## src/rtl/wdc_pkg.sv

```systemverilog
package wdc_pkg;

  // Register byte offsets
  localparam logic [11:0] WDC_OFF_RELOAD  = 12'h000;
  localparam logic [11:0] WDC_OFF_COUNT   = 12'h004;
  localparam logic [11:0] WDC_OFF_CONTROL = 12'h008;

  // Control word field positions
  localparam int WDC_BIT_DEBUG_HALT = 15;
  localparam int WDC_BIT_UF_FLAG    = 8;
  localparam int WDC_BIT_IRQ_EN     = 7;
  localparam int WDC_BIT_RST_EN     = 6;
  localparam int WDC_BIT_CNT_EN     = 4;
  localparam int WDC_BIT_CLK_SEL    = 3;
  localparam int WDC_PRS_LSB        = 0;
  localparam int WDC_PRS_W          = 3;

  // Writable control bits, flag excluded (write one to clear)
  localparam logic [31:0] WDC_CTRL_WMASK = 32'h0000_80DF;
  localparam logic [31:0] WDC_CTRL_RESET = 32'h0000_805C;
  localparam logic [31:0] WDC_RELOAD_RESET = 32'h0000_0000;

  // Load-to-count transfer, in prescaled counter ticks
  localparam logic [2:0] WDC_LOAD_TICKS = 3'h5;

  // Default time-out, assuming the default external source rate
  localparam int          WDC_INIT_TIMEOUT_MS = 2000;
  localparam int          WDC_EXT_CLK_HZ      = 40000;
  localparam int          WDC_INIT_DIVIDE     = 32;
  localparam logic [31:0] WDC_INIT_COUNT =
    32'(WDC_EXT_CLK_HZ / WDC_INIT_DIVIDE * WDC_INIT_TIMEOUT_MS / 1000);

  // Divide ratios per prescaler code, minus one
  localparam int WDC_DIV_W = 8;
  function automatic logic [WDC_DIV_W-1:0] wdc_div_limit(input logic [2:0] code);
    logic [WDC_DIV_W-1:0] lim;
    lim = 8'h00;
    case (code)
      3'h0:    lim = 8'h00;
      3'h1:    lim = 8'h03;
      3'h2:    lim = 8'h07;
      3'h3:    lim = 8'h0F;
      3'h4:    lim = 8'h1F;
      3'h5:    lim = 8'h3F;
      3'h6:    lim = 8'h7F;
      3'h7:    lim = 8'hFF;
      default: lim = 8'h00;
    endcase
    return lim;
  endfunction

  typedef enum logic [0:0] {
    WDC_LD_IDLE = 1'b0,
    WDC_LD_PEND = 1'b1
  } wdc_load_e;

endpackage

```

## src/rtl/wdc_watchdog_top.sv

```systemverilog
// Our own choice: the APB slave port.
`timescale 1ns/10ps
// What this block does
// - 32-bit counter decrements per prescaled tick
// - Zero with reset enabled requests system reset
// - Software picks reset or periodic interrupt
// - Default setup times out near two seconds
// - Load write with enable replaces count
// - Load transfer takes five counter ticks
// - Count register reads counter value one clock late
// - Control at offset eight, reset 0x805C
// - Control bit halts counting during debug
// - Underflow sets software visible flag
// - Interrupt enable gates underflow interrupt
// - Enable starts from load, clear stops
// - Clock select: peripheral or external source
// - Three-bit prescaler code, reset code 100
// - Underflow output pulses at each underflow
// - Reset enable bit six, enable bit four
// - Interrupt mode reloads after each underflow
// - Codes divide by 1,4,8..256
// - Interrupt and readback delayed two clocks max
module wdc_watchdog_top
  import wdc_pkg::*;
#(
  parameter logic [31:0] INIT_COUNT = wdc_pkg::WDC_INIT_COUNT
) (
  input  wire logic        clk_sys,
  input  wire logic        rst,
  input  wire logic        psel,
  input  wire logic        penable,
  input  wire logic        pwrite,
  input  wire logic [11:0] paddr,
  input  wire logic [31:0] pwdata,
  output logic      [31:0] prdata,
  output logic             pready,
  output logic             pslverr,
  input  wire logic        pclkTick,
  input  wire logic        extClkTick,
  input  wire logic        debugHalted,
  output logic             underflowIrq,
  output logic             sysResetReq,
  output logic             underflowPulse
);
  import wdc_pkg::*;

  logic [31:0] control_word_q;
  logic [31:0] reload_value_q;
  logic [31:0] current_count_q;
  logic [31:0] countView_q;
  logic [31:0] prdata_q;
  logic        pready_q;
  logic        pslverr_q;
  logic        irq_q;
  logic        rstReq_q;
  logic        ufPulse_q;
  logic        cntEnPrev_q;
  logic [2:0]  loadTicks_q;
  wdc_load_e   loadState_q;
  wdc_load_e   loadState_d;

  logic        busAccess;
  logic        busWrite;
  logic        busRead;
  logic        hitReload;
  logic        hitCount;
  logic        hitControl;
  logic        mapped;
  logic        counter_enable_bit;
  logic        underflow_reset_enable;
  logic        underflow_irq_enable;
  logic        underflow_flag;
  logic        debug_halt_control;
  logic        clock_source_select;
  logic [2:0]  prescaler_code;
  logic        counter_input_clock;
  logic        runCounter;
  logic        counter_tick_clock;
  logic        underflowEvt;
  logic        loadWrite;
  logic        loadDone;
  logic        enableRise;

  // Bus decode; pready rises one cycle into the access phase
  assign busAccess  = psel && penable && pready_q;
  assign busWrite   = busAccess && pwrite;
  assign busRead    = psel && penable && !pready_q && !pwrite;
  assign hitReload  = (paddr == WDC_OFF_RELOAD);
  assign hitCount   = (paddr == WDC_OFF_COUNT);
  assign hitControl = (paddr == WDC_OFF_CONTROL);
  assign mapped     = hitReload || hitCount || hitControl;

  // Control fields
  assign counter_enable_bit     = control_word_q[WDC_BIT_CNT_EN];
  assign underflow_reset_enable = control_word_q[WDC_BIT_RST_EN];
  assign underflow_irq_enable   = control_word_q[WDC_BIT_IRQ_EN];
  assign underflow_flag         = control_word_q[WDC_BIT_UF_FLAG];
  assign debug_halt_control     = control_word_q[WDC_BIT_DEBUG_HALT];
  assign clock_source_select    = control_word_q[WDC_BIT_CLK_SEL];
  assign prescaler_code         = control_word_q[WDC_PRS_LSB +: WDC_PRS_W];

  // External source rate is configured outside; only the pick is here
  assign counter_input_clock = clock_source_select ? extClkTick : pclkTick;

  // Halt in debug only when the control bit asks for it
  assign runCounter = counter_enable_bit && !(debug_halt_control && debugHalted);

  wdc_prescaler #(
    .DIV_W (WDC_DIV_W)
  ) u_prescaler (
    .clk_sys  (clk_sys),
    .rst      (rst),
    .run      (runCounter),
    .srcTick  (counter_input_clock),
    .divLimit (wdc_div_limit(prescaler_code)),
    .cntTick  (counter_tick_clock)
  );

  assign underflowEvt = counter_tick_clock && (current_count_q == 32'h0000_0000);
  assign enableRise   = counter_enable_bit && !cntEnPrev_q;

  // Load writes count only while the counter is enabled
  assign loadWrite = busWrite && hitReload && counter_enable_bit;
  assign loadDone  = (loadState_q == WDC_LD_PEND) && counter_tick_clock &&
                     (loadTicks_q == WDC_LOAD_TICKS - 3'h1);

  // Control word; hardware set of the flag beats a clearing write
  always_ff @(posedge clk_sys or posedge rst) begin
    if (rst) begin
      control_word_q <= WDC_CTRL_RESET;
    end else begin
      if (busWrite && hitControl) begin
        control_word_q <= (control_word_q & ~WDC_CTRL_WMASK) | (pwdata & WDC_CTRL_WMASK);
        if (pwdata[WDC_BIT_UF_FLAG]) begin
          control_word_q[WDC_BIT_UF_FLAG] <= 1'b0;
        end
      end
      if (underflowEvt) begin
        control_word_q[WDC_BIT_UF_FLAG] <= 1'b1;
      end
    end
  end

  // Reload register keeps the last accepted load value
  always_ff @(posedge clk_sys or posedge rst) begin
    if (rst) begin
      reload_value_q <= WDC_RELOAD_RESET;
    end else if (loadWrite) begin
      reload_value_q <= pwdata;
    end
  end

  // Matches the enable bit's reset value, so reset release is no false enable
  always_ff @(posedge clk_sys or posedge rst) begin
    if (rst) begin
      cntEnPrev_q <= 1'b1;
    end else begin
      cntEnPrev_q <= counter_enable_bit;
    end
  end

  // Load transfer sequencer
  always_comb begin
    loadState_d = loadState_q;
    case (loadState_q)
      WDC_LD_IDLE: begin
        if (loadWrite) begin
          loadState_d = WDC_LD_PEND;
        end
      end
      WDC_LD_PEND: begin
        if (loadDone && !loadWrite) begin
          loadState_d = WDC_LD_IDLE;
        end
      end
      default: begin
        loadState_d = WDC_LD_IDLE;
      end
    endcase
  end

  always_ff @(posedge clk_sys or posedge rst) begin
    if (rst) begin
      loadState_q <= WDC_LD_IDLE;
    end else begin
      loadState_q <= loadState_d;
    end
  end

  // A new write restarts the five-tick wait
  always_ff @(posedge clk_sys or posedge rst) begin
    if (rst) begin
      loadTicks_q <= 3'h0;
    end else if (loadWrite) begin
      loadTicks_q <= 3'h0;
    end else if ((loadState_q == WDC_LD_PEND) && counter_tick_clock) begin
      loadTicks_q <= loadTicks_q + 3'h1;
    end
  end

  // Down counter
  always_ff @(posedge clk_sys or posedge rst) begin
    if (rst) begin
      current_count_q <= INIT_COUNT;
    end else if (enableRise) begin
      current_count_q <= reload_value_q;
    end else if (loadDone && !loadWrite) begin
      current_count_q <= reload_value_q;
    end else if (underflowEvt) begin
      // Reset mode parks at zero until the system reset lands
      if (underflow_irq_enable) begin
        current_count_q <= reload_value_q;
      end
    end else if (counter_tick_clock) begin
      current_count_q <= current_count_q - 32'h0000_0001;
    end
  end

  // Snapshot for readback, one clock behind the counter
  always_ff @(posedge clk_sys or posedge rst) begin
    if (rst) begin
      countView_q <= 32'h0000_0000;
    end else begin
      countView_q <= current_count_q;
    end
  end

  // Underflow actions
  always_ff @(posedge clk_sys or posedge rst) begin
    if (rst) begin
      ufPulse_q <= 1'b0;
    end else begin
      ufPulse_q <= underflowEvt;
    end
  end

  always_ff @(posedge clk_sys or posedge rst) begin
    if (rst) begin
      rstReq_q <= 1'b0;
    end else begin
      rstReq_q <= underflowEvt && underflow_reset_enable;
    end
  end

  // Interrupt follows the flag while enabled
  always_ff @(posedge clk_sys or posedge rst) begin
    if (rst) begin
      irq_q <= 1'b0;
    end else begin
      irq_q <= underflow_irq_enable && (underflow_flag || underflowEvt);
    end
  end

  // APB answer
  always_ff @(posedge clk_sys or posedge rst) begin
    if (rst) begin
      pready_q <= 1'b0;
    end else begin
      pready_q <= psel && penable && !pready_q;
    end
  end

  always_ff @(posedge clk_sys or posedge rst) begin
    if (rst) begin
      pslverr_q <= 1'b0;
    end else begin
      pslverr_q <= psel && penable && !pready_q && !mapped;
    end
  end

  // Reload register is write-only and reads as zero
  always_ff @(posedge clk_sys or posedge rst) begin
    if (rst) begin
      prdata_q <= 32'h0000_0000;
    end else if (busRead) begin
      if (hitCount) begin
        prdata_q <= countView_q;
      end else if (hitControl) begin
        prdata_q <= control_word_q;
      end else begin
        prdata_q <= 32'h0000_0000;
      end
    end else begin
      // Data stands only alongside pready
      prdata_q <= 32'h0000_0000;
    end
  end

  assign prdata         = prdata_q;
  assign pready         = pready_q;
  assign pslverr        = pslverr_q;
  assign underflowIrq   = irq_q;
  assign sysResetReq    = rstReq_q;
  assign underflowPulse = ufPulse_q;

endmodule

```

## src/rtl/wdc_prescaler.sv

```systemverilog
`timescale 1ns/10ps
module wdc_prescaler #(
  parameter int DIV_W = 8
) (
  input  wire logic             clk_sys,
  input  wire logic             rst,
  input  wire logic             run,
  input  wire logic             srcTick,
  input  wire logic [DIV_W-1:0] divLimit,
  output logic                  cntTick
);
  logic [DIV_W-1:0] divCnt_q;

  // Restarts when stopped so the first period after enable is whole
  always_ff @(posedge clk_sys or posedge rst) begin
    if (rst) begin
      divCnt_q <= '0;
    end else if (!run) begin
      divCnt_q <= '0;
    end else if (srcTick) begin
      if (divCnt_q >= divLimit) begin
        divCnt_q <= '0;
      end else begin
        divCnt_q <= divCnt_q + 1'b1;
      end
    end
  end

  assign cntTick = run && srcTick && (divCnt_q >= divLimit);
endmodule

```

## config.mk

```make
export PLATFORM = sky130hd
export DESIGN_NAME = wdc_watchdog_top
export DESIGN_NICKNAME = d
export VERILOG_FILES = /design/src/rtl/wdc_pkg.sv /design/src/rtl/wdc_watchdog_top.sv /design/src/rtl/wdc_prescaler.sv
export SDC_FILE = /design/constraint.sdc
export NUM_CORES = 1
export LEC_CHECK = 0
export CORE_MARGIN = 2
export CORE_UTILIZATION = 53
export DETAILED_ROUTE_END_ITERATION = 16
export DONT_BUFFER_PORTS = 1
export HOLD_SLACK_MARGIN = 0.08
export PLACE_DENSITY = 0.78
export RECOVER_POWER = 50
export SETUP_SLACK_MARGIN = 0.02
export SYNTH_ARGS = -nofsm -noshare
export SYNTH_HDL_FRONTEND = slang
export SYNTH_SLANG_ARGS = --single-unit
```

## constraint.sdc

```tcl
create_clock -name clk_sys -period 5.1 [get_ports clk_sys]
set_input_delay 0.255 -clock clk_sys [delete_from_list [all_inputs] [get_ports clk_sys]]
set_output_delay 0.255 -clock clk_sys [all_outputs]
set_load 0.1 [all_outputs]
```

==> results.yml, run 1 <==
setup_path:
  cp_data_required_time_ns: 5.39
  cp_top_family: "compound AO/OA/AOI/OAI gates"
  timing.critical_path.buf_inv: 1
  worstSetupPathType: "flop to flop"
  slowest_delay_ns: 0.69
  cp_slowest_cell: "a2111oi_0"
  worstPathMaxFanout: 13
  cp-start-kind: "flop"
  cp-end-kind: "flop"
  crit_arrival_ns: 4.16
  path_cells: "or3_1 -> ha_1 -> nand2b_1 -> a2111oi_0 -> o21ba_1 -> o41ai_2 -> buf_4 -> nor2_1 -> mux2i_1 -> a22oi_1"
layout:
  fill_cells: 947
  fin_area_sq_mm: 0.00770
  final_nets: 669
  stdcell_count: 765
  area_delta_synth_final_pct: 17.8
  n_antenna_cell: 0
  final_common_cell: "dfrtp_1"
  layout_common_cells: "dfrtp_1 (144), nand2_1 (51), nor2_1 (44)"
  post-route-util: 0.641
  drive_gt1_frac: 0.154
clock_tree:
  cts-root-buf: "clkbuf_16"
  cts_tree: "done"
  worstSkewPairLatency_ns: 0.42
  clock-sinks: 155
  cts_setup_buffers: 0
  cts_buffers: 17
  path_clk_slew_ns: 0.07
  cts_buffer_depth: 2
  htreeDepth: 4
outcome:
  status: "finished with violations"
  violations: "capacitance limit, slew limit"
pwr:
  clock_power_share: 0.516
  internal-power_w: 0.00214
  p_sw_w: 0.000537
  seqPwrFrac: 0.463
  ir_worst_vdd_mv: 0.292
  combPwrFrac: 0.021
  swShare: 0.201
  leakagePower_nw: 3.61
  power.density_mw_per_mm2: 348
place:
  post_dp_cell_area_sq_mm: 0.00667
  gp_congestion: 0.889
  port_buffers: 0
  dp_hpwl_mm: 9.74
  place_inst: 696
yosys:
  ys_seq_elements: 155
  avgSynthCellArea_sq_um: 11.6
  yosys_warnings: 0
  synth_fa_ha_area_frac: 0.0230
  async_reset_ff_frac: 1.00
  synth_cell_type_count: 68
  synth_top_family_by_area: "simple AND/OR/NAND/NOR gates"
  synth_edf_count: 0
  syn_inst: 565
  synth_nets: 629
  yosysTopAreaCellShare: 0.552
  synth-simple-area-share: 0.155
  synth_area_leaders: "dfrtp_1 (55%), mux2_2 (6.5%), dfstp_2 (4.4%)"
  synth_xor_area_frac: 0.00536
  synthFlopType: "dfrtp_1"
  synth_seq_area_share: 0.596
  synth-compound-area-share: 0.129
  synth_area_sq_mm: 0.00653
  yosys.area.top_type: "dfrtp_1"
  synth.area.mux_share: 0.0686
floorplan:
  start_util: 0.544
  row_count: 40
  core_area_sq_mm: 0.0120
  dieArea_sq_mm: 0.0132
  ios: 89
  die-width_microns: 115
  die_y_microns: 115
drt:
  via_count: 4720
  drc: 0
  first_pass_iters: 5
  drt_iter0_markers: 536
  wl_per_cell_microns: 19.6
  routed_wl_mm: 15.0
  ant_nets: 0
  vias_per_cell: 6.17
worst_hold_path:
  worst_hold_path_type: "input pin to flop"
global_route:
  grt_max_degree: 115
  grt_pass1_wl_mm: 24.7
  grt_pass1_vias: 4747
  grt_use_total: 0.246
  antenna_found_initial: 0
  gr-total-overflow: 0
sta:
  maxSlewViolCount: 115
  worst_hold_slack_ns: 0.169
  worst_pin_slew_ns: 2.35
  finalSetupViolCount: 0
  max_clock_freq_mhz: 259
  fin_crit_ns: 3.86
  maxSlewHeadroom: -0.570
  fin_skew_ns: 0.00976
  hold_violations: 0
  tns_ns: 0
  finalCritPeriodShare: 0.757
  rsz0062_at_grt: "no"
run:
  maxCapViolations: 1
[area by class of cell]
type,count,area [sq um],share of cell area
Sequential cell,155,3890,0.506
Multi-Input combinational cell,374,2490,0.324
Clock buffer,19,443,0.0575
Timing Repair Buffer,42,408,0.0530
Clock inverter,13,216,0.0281
Tap cell,147,184,0.0239
Inverter,15,60.1,0.00780
[worst register-to-register path, delay by kind of cell (launching register included)]
family / cells / cell delay [ns]
compound gates: 4 / 1.44
fa+ha+maj: 1 / 0.29
buf+inv: 1 / 0.21
flops: 1 / 0.46
mux: 1 / 0.27
simple gates: 3 / 1.05
[state kept, by name, summed over array words and instances (netlist names), 3 cells and up]
| name | cells |
|---|---|
| countView_q | 32 |
| loadTicks_q | 3 |
| u_prescaler.divCnt_q | 8 |
| control_word_q | 9 |
| prdata | 32 |
| reload_value_q | 32 |
| current_count_q | 32 |
[routing by layer]
metal  GRT usage  vias up  wire length [microns]
met5           0        -                      0
met2       0.385      204                   7340
li1            -     2114                      -
met1       0.326     2355                   6320
met3      0.0611       47                    930
met4       0.117        0                    434
[kinds of logic (layout without fill, tap and decap cells)]
group | count (synthesis) | count (layout)
muxes | 40 | 40
and+or+nand+nor | 197 | 197
adders and majority gates | 12 | 12
AOI/OAI and AO/OA | 121 | 121
DFF | 155 | 155
buffers and inverters | 36 | 89
xor gates and xnor gates | 4 | 4
[power by group through the flow]
stage          Clock, W  Combinational (W)  Sequential [W]
4_1_cts         0.00140          0.0000565         0.00124
6_report        0.00138          0.0000555         0.00124
2_1_floorplan         0          0.0000241         0.00126
5_1_grt         0.00146          0.0000633         0.00124
3_5_place_dp          0          0.0000323         0.00126
3_3_place_gp          0          0.0000313         0.00126
[synth_stat cells, types with 2 or more instances]
cell,number
or4_1,3
nand2b_1,6
inv_1,14
mux2_2,38
nor3_1,11
and3_1,6
a211o_1,2
nand3_1,18
nor2b_1,2
o311a_1,2
o21a_1,2
xor2_1,2
nand2_1,51
o31ai_1,13
ha_1,12
a221o_1,2
a32o_1,2
a22oi_1,11
buf_4,2
a22o_1,9
o21ai_1,11
and2_1,25
a21oi_1,16
a21o_1,2
o22ai_1,2
nand4_1,4
nor4_1,7
a31oi_1,2
o311ai_1,3
nor2_1,44
o21ai_0,26
mux2i_1,2
dfstp_2,11
buf_2,8
clkbuf_1,11
dfrtp_1,144
nor3b_2,2
or3_1,6
xnor2_1,2
[stage by stage]
stage / worst slack (ns) / total power (W)
finish: 1.24 / 0.00268
floorplan: 0.685 / 0.00129
CTS: 1.26 / 0.00269
detailed placement: 1.43 / 0.00129
global route: 1.09 / 0.00276
global placement: 1.70 / 0.00129
[final timing paths]
| kind | slack, ns | endpoint | cells past startpoint | startpoint |
|---|---|---|---|---|
| worst max-delay path | 1.24 | current_count_q[13] | 10 | control_word_q[1] |
| worst min-delay path | 0.17 | prdata[4] | 3 | paddr[2] |
| worst max register to register | 1.24 | current_count_q[13] | 10 | control_word_q[1] |
| worst min register to register | 0.44 | prdata[10] | 1 | countView_q[10] |
| max in group asynchronous | 2.54 | cntEnPrev_q | 3 | rst |
| min in group asynchronous | 1.00 | sysResetReq | 2 | rst |
[what timing repair did]
action                                 CTS  global route
resized for setup                        0             0
endpoints found under the hold margin  147             0
hold buffers                            37             0
(Power assumes the default switching activity.)
==> run 2, diff against run 1 <==
PLACE_DENSITY = 0.81   (was 0.78)
clock period = 3.25 ns   (was 5.1 ns; I/O delays follow)
==> results.yml, run 2 (same netlist as run 1, synthesis figures left out) <==
pwr:
  leakagePower_nw: 3.63
  seqPwrFrac: 0.504
  swShare: 0.223
  finalPower_w: 0.00385
  power.density_mw_per_mm2: 499
  combPwrFrac: 0.024
  clock_power_share: 0.472
  p_sw_w: 0.000858
  internal-power_w: 0.00299
  ir_worst_vdd_mv: 0.319
drt:
  drt_iter0_markers: 580
  via_count: 4757
  vias_per_cell: 6.11
  routed_wl_mm: 14.6
  ant_nets: 0
  wl_per_cell_microns: 18.8
  drc: 0
  first_pass_iters: 5
setup_path:
  rr_endpoint: "current_count_q[27]"
  cp_data_required_time_ns: 3.55
  path_cells: "o21ai_0 -> ha_1 -> nand2_1 -> a211o_1 -> o21bai_1 -> nand3_2 -> buf_4 -> or2_0 -> o311a_1 -> a211o_1"
  r2r_cells: 10
  crit_arrival_ns: 3.33
  rr_startpoint: "control_word_q[2]"
  cp_slowest_cell: "dfstp_2"
  worstPathMaxFanout: 16
  r2r_slack_ns: 0.21
  timing.critical_path.buf_inv: 1
  cp_top_family: "compound AO/OA/AOI/OAI gates"
  worstSetupPathType: "flop to flop"
  slowest_delay_ns: 0.60
  cp-start-kind: "flop"
  cp-end-kind: "flop"
  cp_common_cell: "a211o_1"
sta:
  finalCritPeriodShare: 0.934
  fin_crit_ns: 3.04
  max_clock_freq_mhz: 329
  maxSlewHeadroom: -0.0774
  worst_pin_slew_ns: 1.62
  rsz0062_at_grt: "no"
  finalSetupViolCount: 0
  fin_skew_ns: 0.0122
  maxSlewViolCount: 127
  worst_hold_slack_ns: 0.121
  tns_ns: 0
  hold_violations: 0
clock_tree:
  worstSkewPairLatency_ns: 0.42
  cts-root-buf: "clkbuf_16"
  path_clk_slew_ns: 0.07
  cts_tree: "done"
  clock-sinks: 155
  htreeDepth: 4
  cts_buffers: 17
  cts_setup_buffers: 0
  cts_buffer_depth: 2
outcome:
  status: "finished with violations"
  violations: "capacitance limit, slew limit"
global_route:
  grt_use_total: 0.236
  grt_pass1_vias: 4650
  gr-total-overflow: 0
  grt_pass1_wl_mm: 23.8
  grt_max_degree: 127
  antenna_found_initial: 0
worst_hold_path:
  hold_start: "paddr[3]"
  hold_path_end: "prdata[15]"
  hold_depth: 3
  worst_hold_path_type: "input pin to flop"
place:
  place_inst: 709
  dp_hpwl_mm: 10.1
  port_buffers: 0
  gp_congestion: 0.962
floorplan:
  row_count: 40
  ios: 89
  die_y_microns: 115
  start_util: 0.544
  dieArea_sq_mm: 0.0132
  die-width_microns: 115
  core_area_sq_mm: 0.0120
layout:
  final_common_cell: "dfrtp_1"
  stdcell_count: 779
  final_nets: 682
  layout_common_cells: "dfrtp_1 (144), nand2_1 (51), nor2_1 (44)"
  drive_gt1_frac: 0.171
  area_delta_synth_final_pct: 18.0
run:
  maxCapViolations: 1
run 2: cell count changes in the layout (fill, tap and decap cells not counted), sizes merged:
cell / delta
buf: +12
inv: +7
bufinv: -5
clkinv: -4
clkbuf: +2
clkinvlp: +1
diode: +1
run 2: through the flow:
| step | utilization | setup slack [ns] | instance area (sq um) |
|---|---|---|---|
| 2_1_floorplan | - | 0.326 | 6540 |
| 3_3_place_gp | 0.565 | 0.347 | 6790 |
| 3_5_place_dp | 0.565 | 0.253 | 6790 |
| 4_1_cts | 0.642 | 0.214 | 7710 |
| 5_1_grt | 0.642 | 0.0599 | 7710 |
| 6_report | 0.642 | 0.215 | 7710 |
run 2: final cells by class:
class	instances	area, sq um
diodes	1	2.50
clock buffers	20	447
clock inverters	12	103
fillers	901	4300
inverters	15	57.6
multi-input cells	374	2510
flip-flops and latches	155	3890
well taps	147	184
repair buffers	55	518
run 2: repair_timing:
item	CTS	global route
endpoints found under the setup margin	0	11
hold buffers	37	0
hold endpoints to repair	72	0
gates resized for setup	0	3
run 2: worst max-delay path by stage:
stage	from	cells after the start	slack, ns	to
after floorplan	control_word_q[1]	11	0.33	current_count_q[23]
after global placement	control_word_q[2]	9	0.35	current_count_q[29]
after detailed placement	control_word_q[2]	9	0.25	current_count_q[29]
after CTS	control_word_q[2]	9	0.21	current_count_q[25]
after global routing	rst	3	0.06	reload_value_q[3]
final	control_word_q[2]	10	0.21	current_count_q[27]
run 2: power by group through the flow:
stage	logic [W]	registers, W	clock network [W]
after floorplan	0.0000381	0.00198	0
after global placement	0.0000570	0.00197	0
after detailed placement	0.0000582	0.00197	0
after CTS	0.0000961	0.00194	0.00186
after global routing	0.000104	0.00194	0.00195
final	0.0000918	0.00194	0.00182
run 2: worst register-to-register path, stage by stage, from the launching register on:
cell      delay, ns
dfstp_2        0.60
o21ai_0        0.12
ha_1           0.32
nand2_1        0.06
a211o_1        0.29
o21bai_1       0.34
nand3_2        0.14
buf_4          0.23
or2_0          0.26
o311a_1        0.29
a211o_1        0.27
run 2: routing by layer:
layer	vias to the layer above	GRT usage	wire (microns)
li1	2136	-	-
met1	2305	0.340	6470
met2	281	0.333	6400
met3	35	0.0654	1390
met4	0	0.111	379
met5	-	0	0
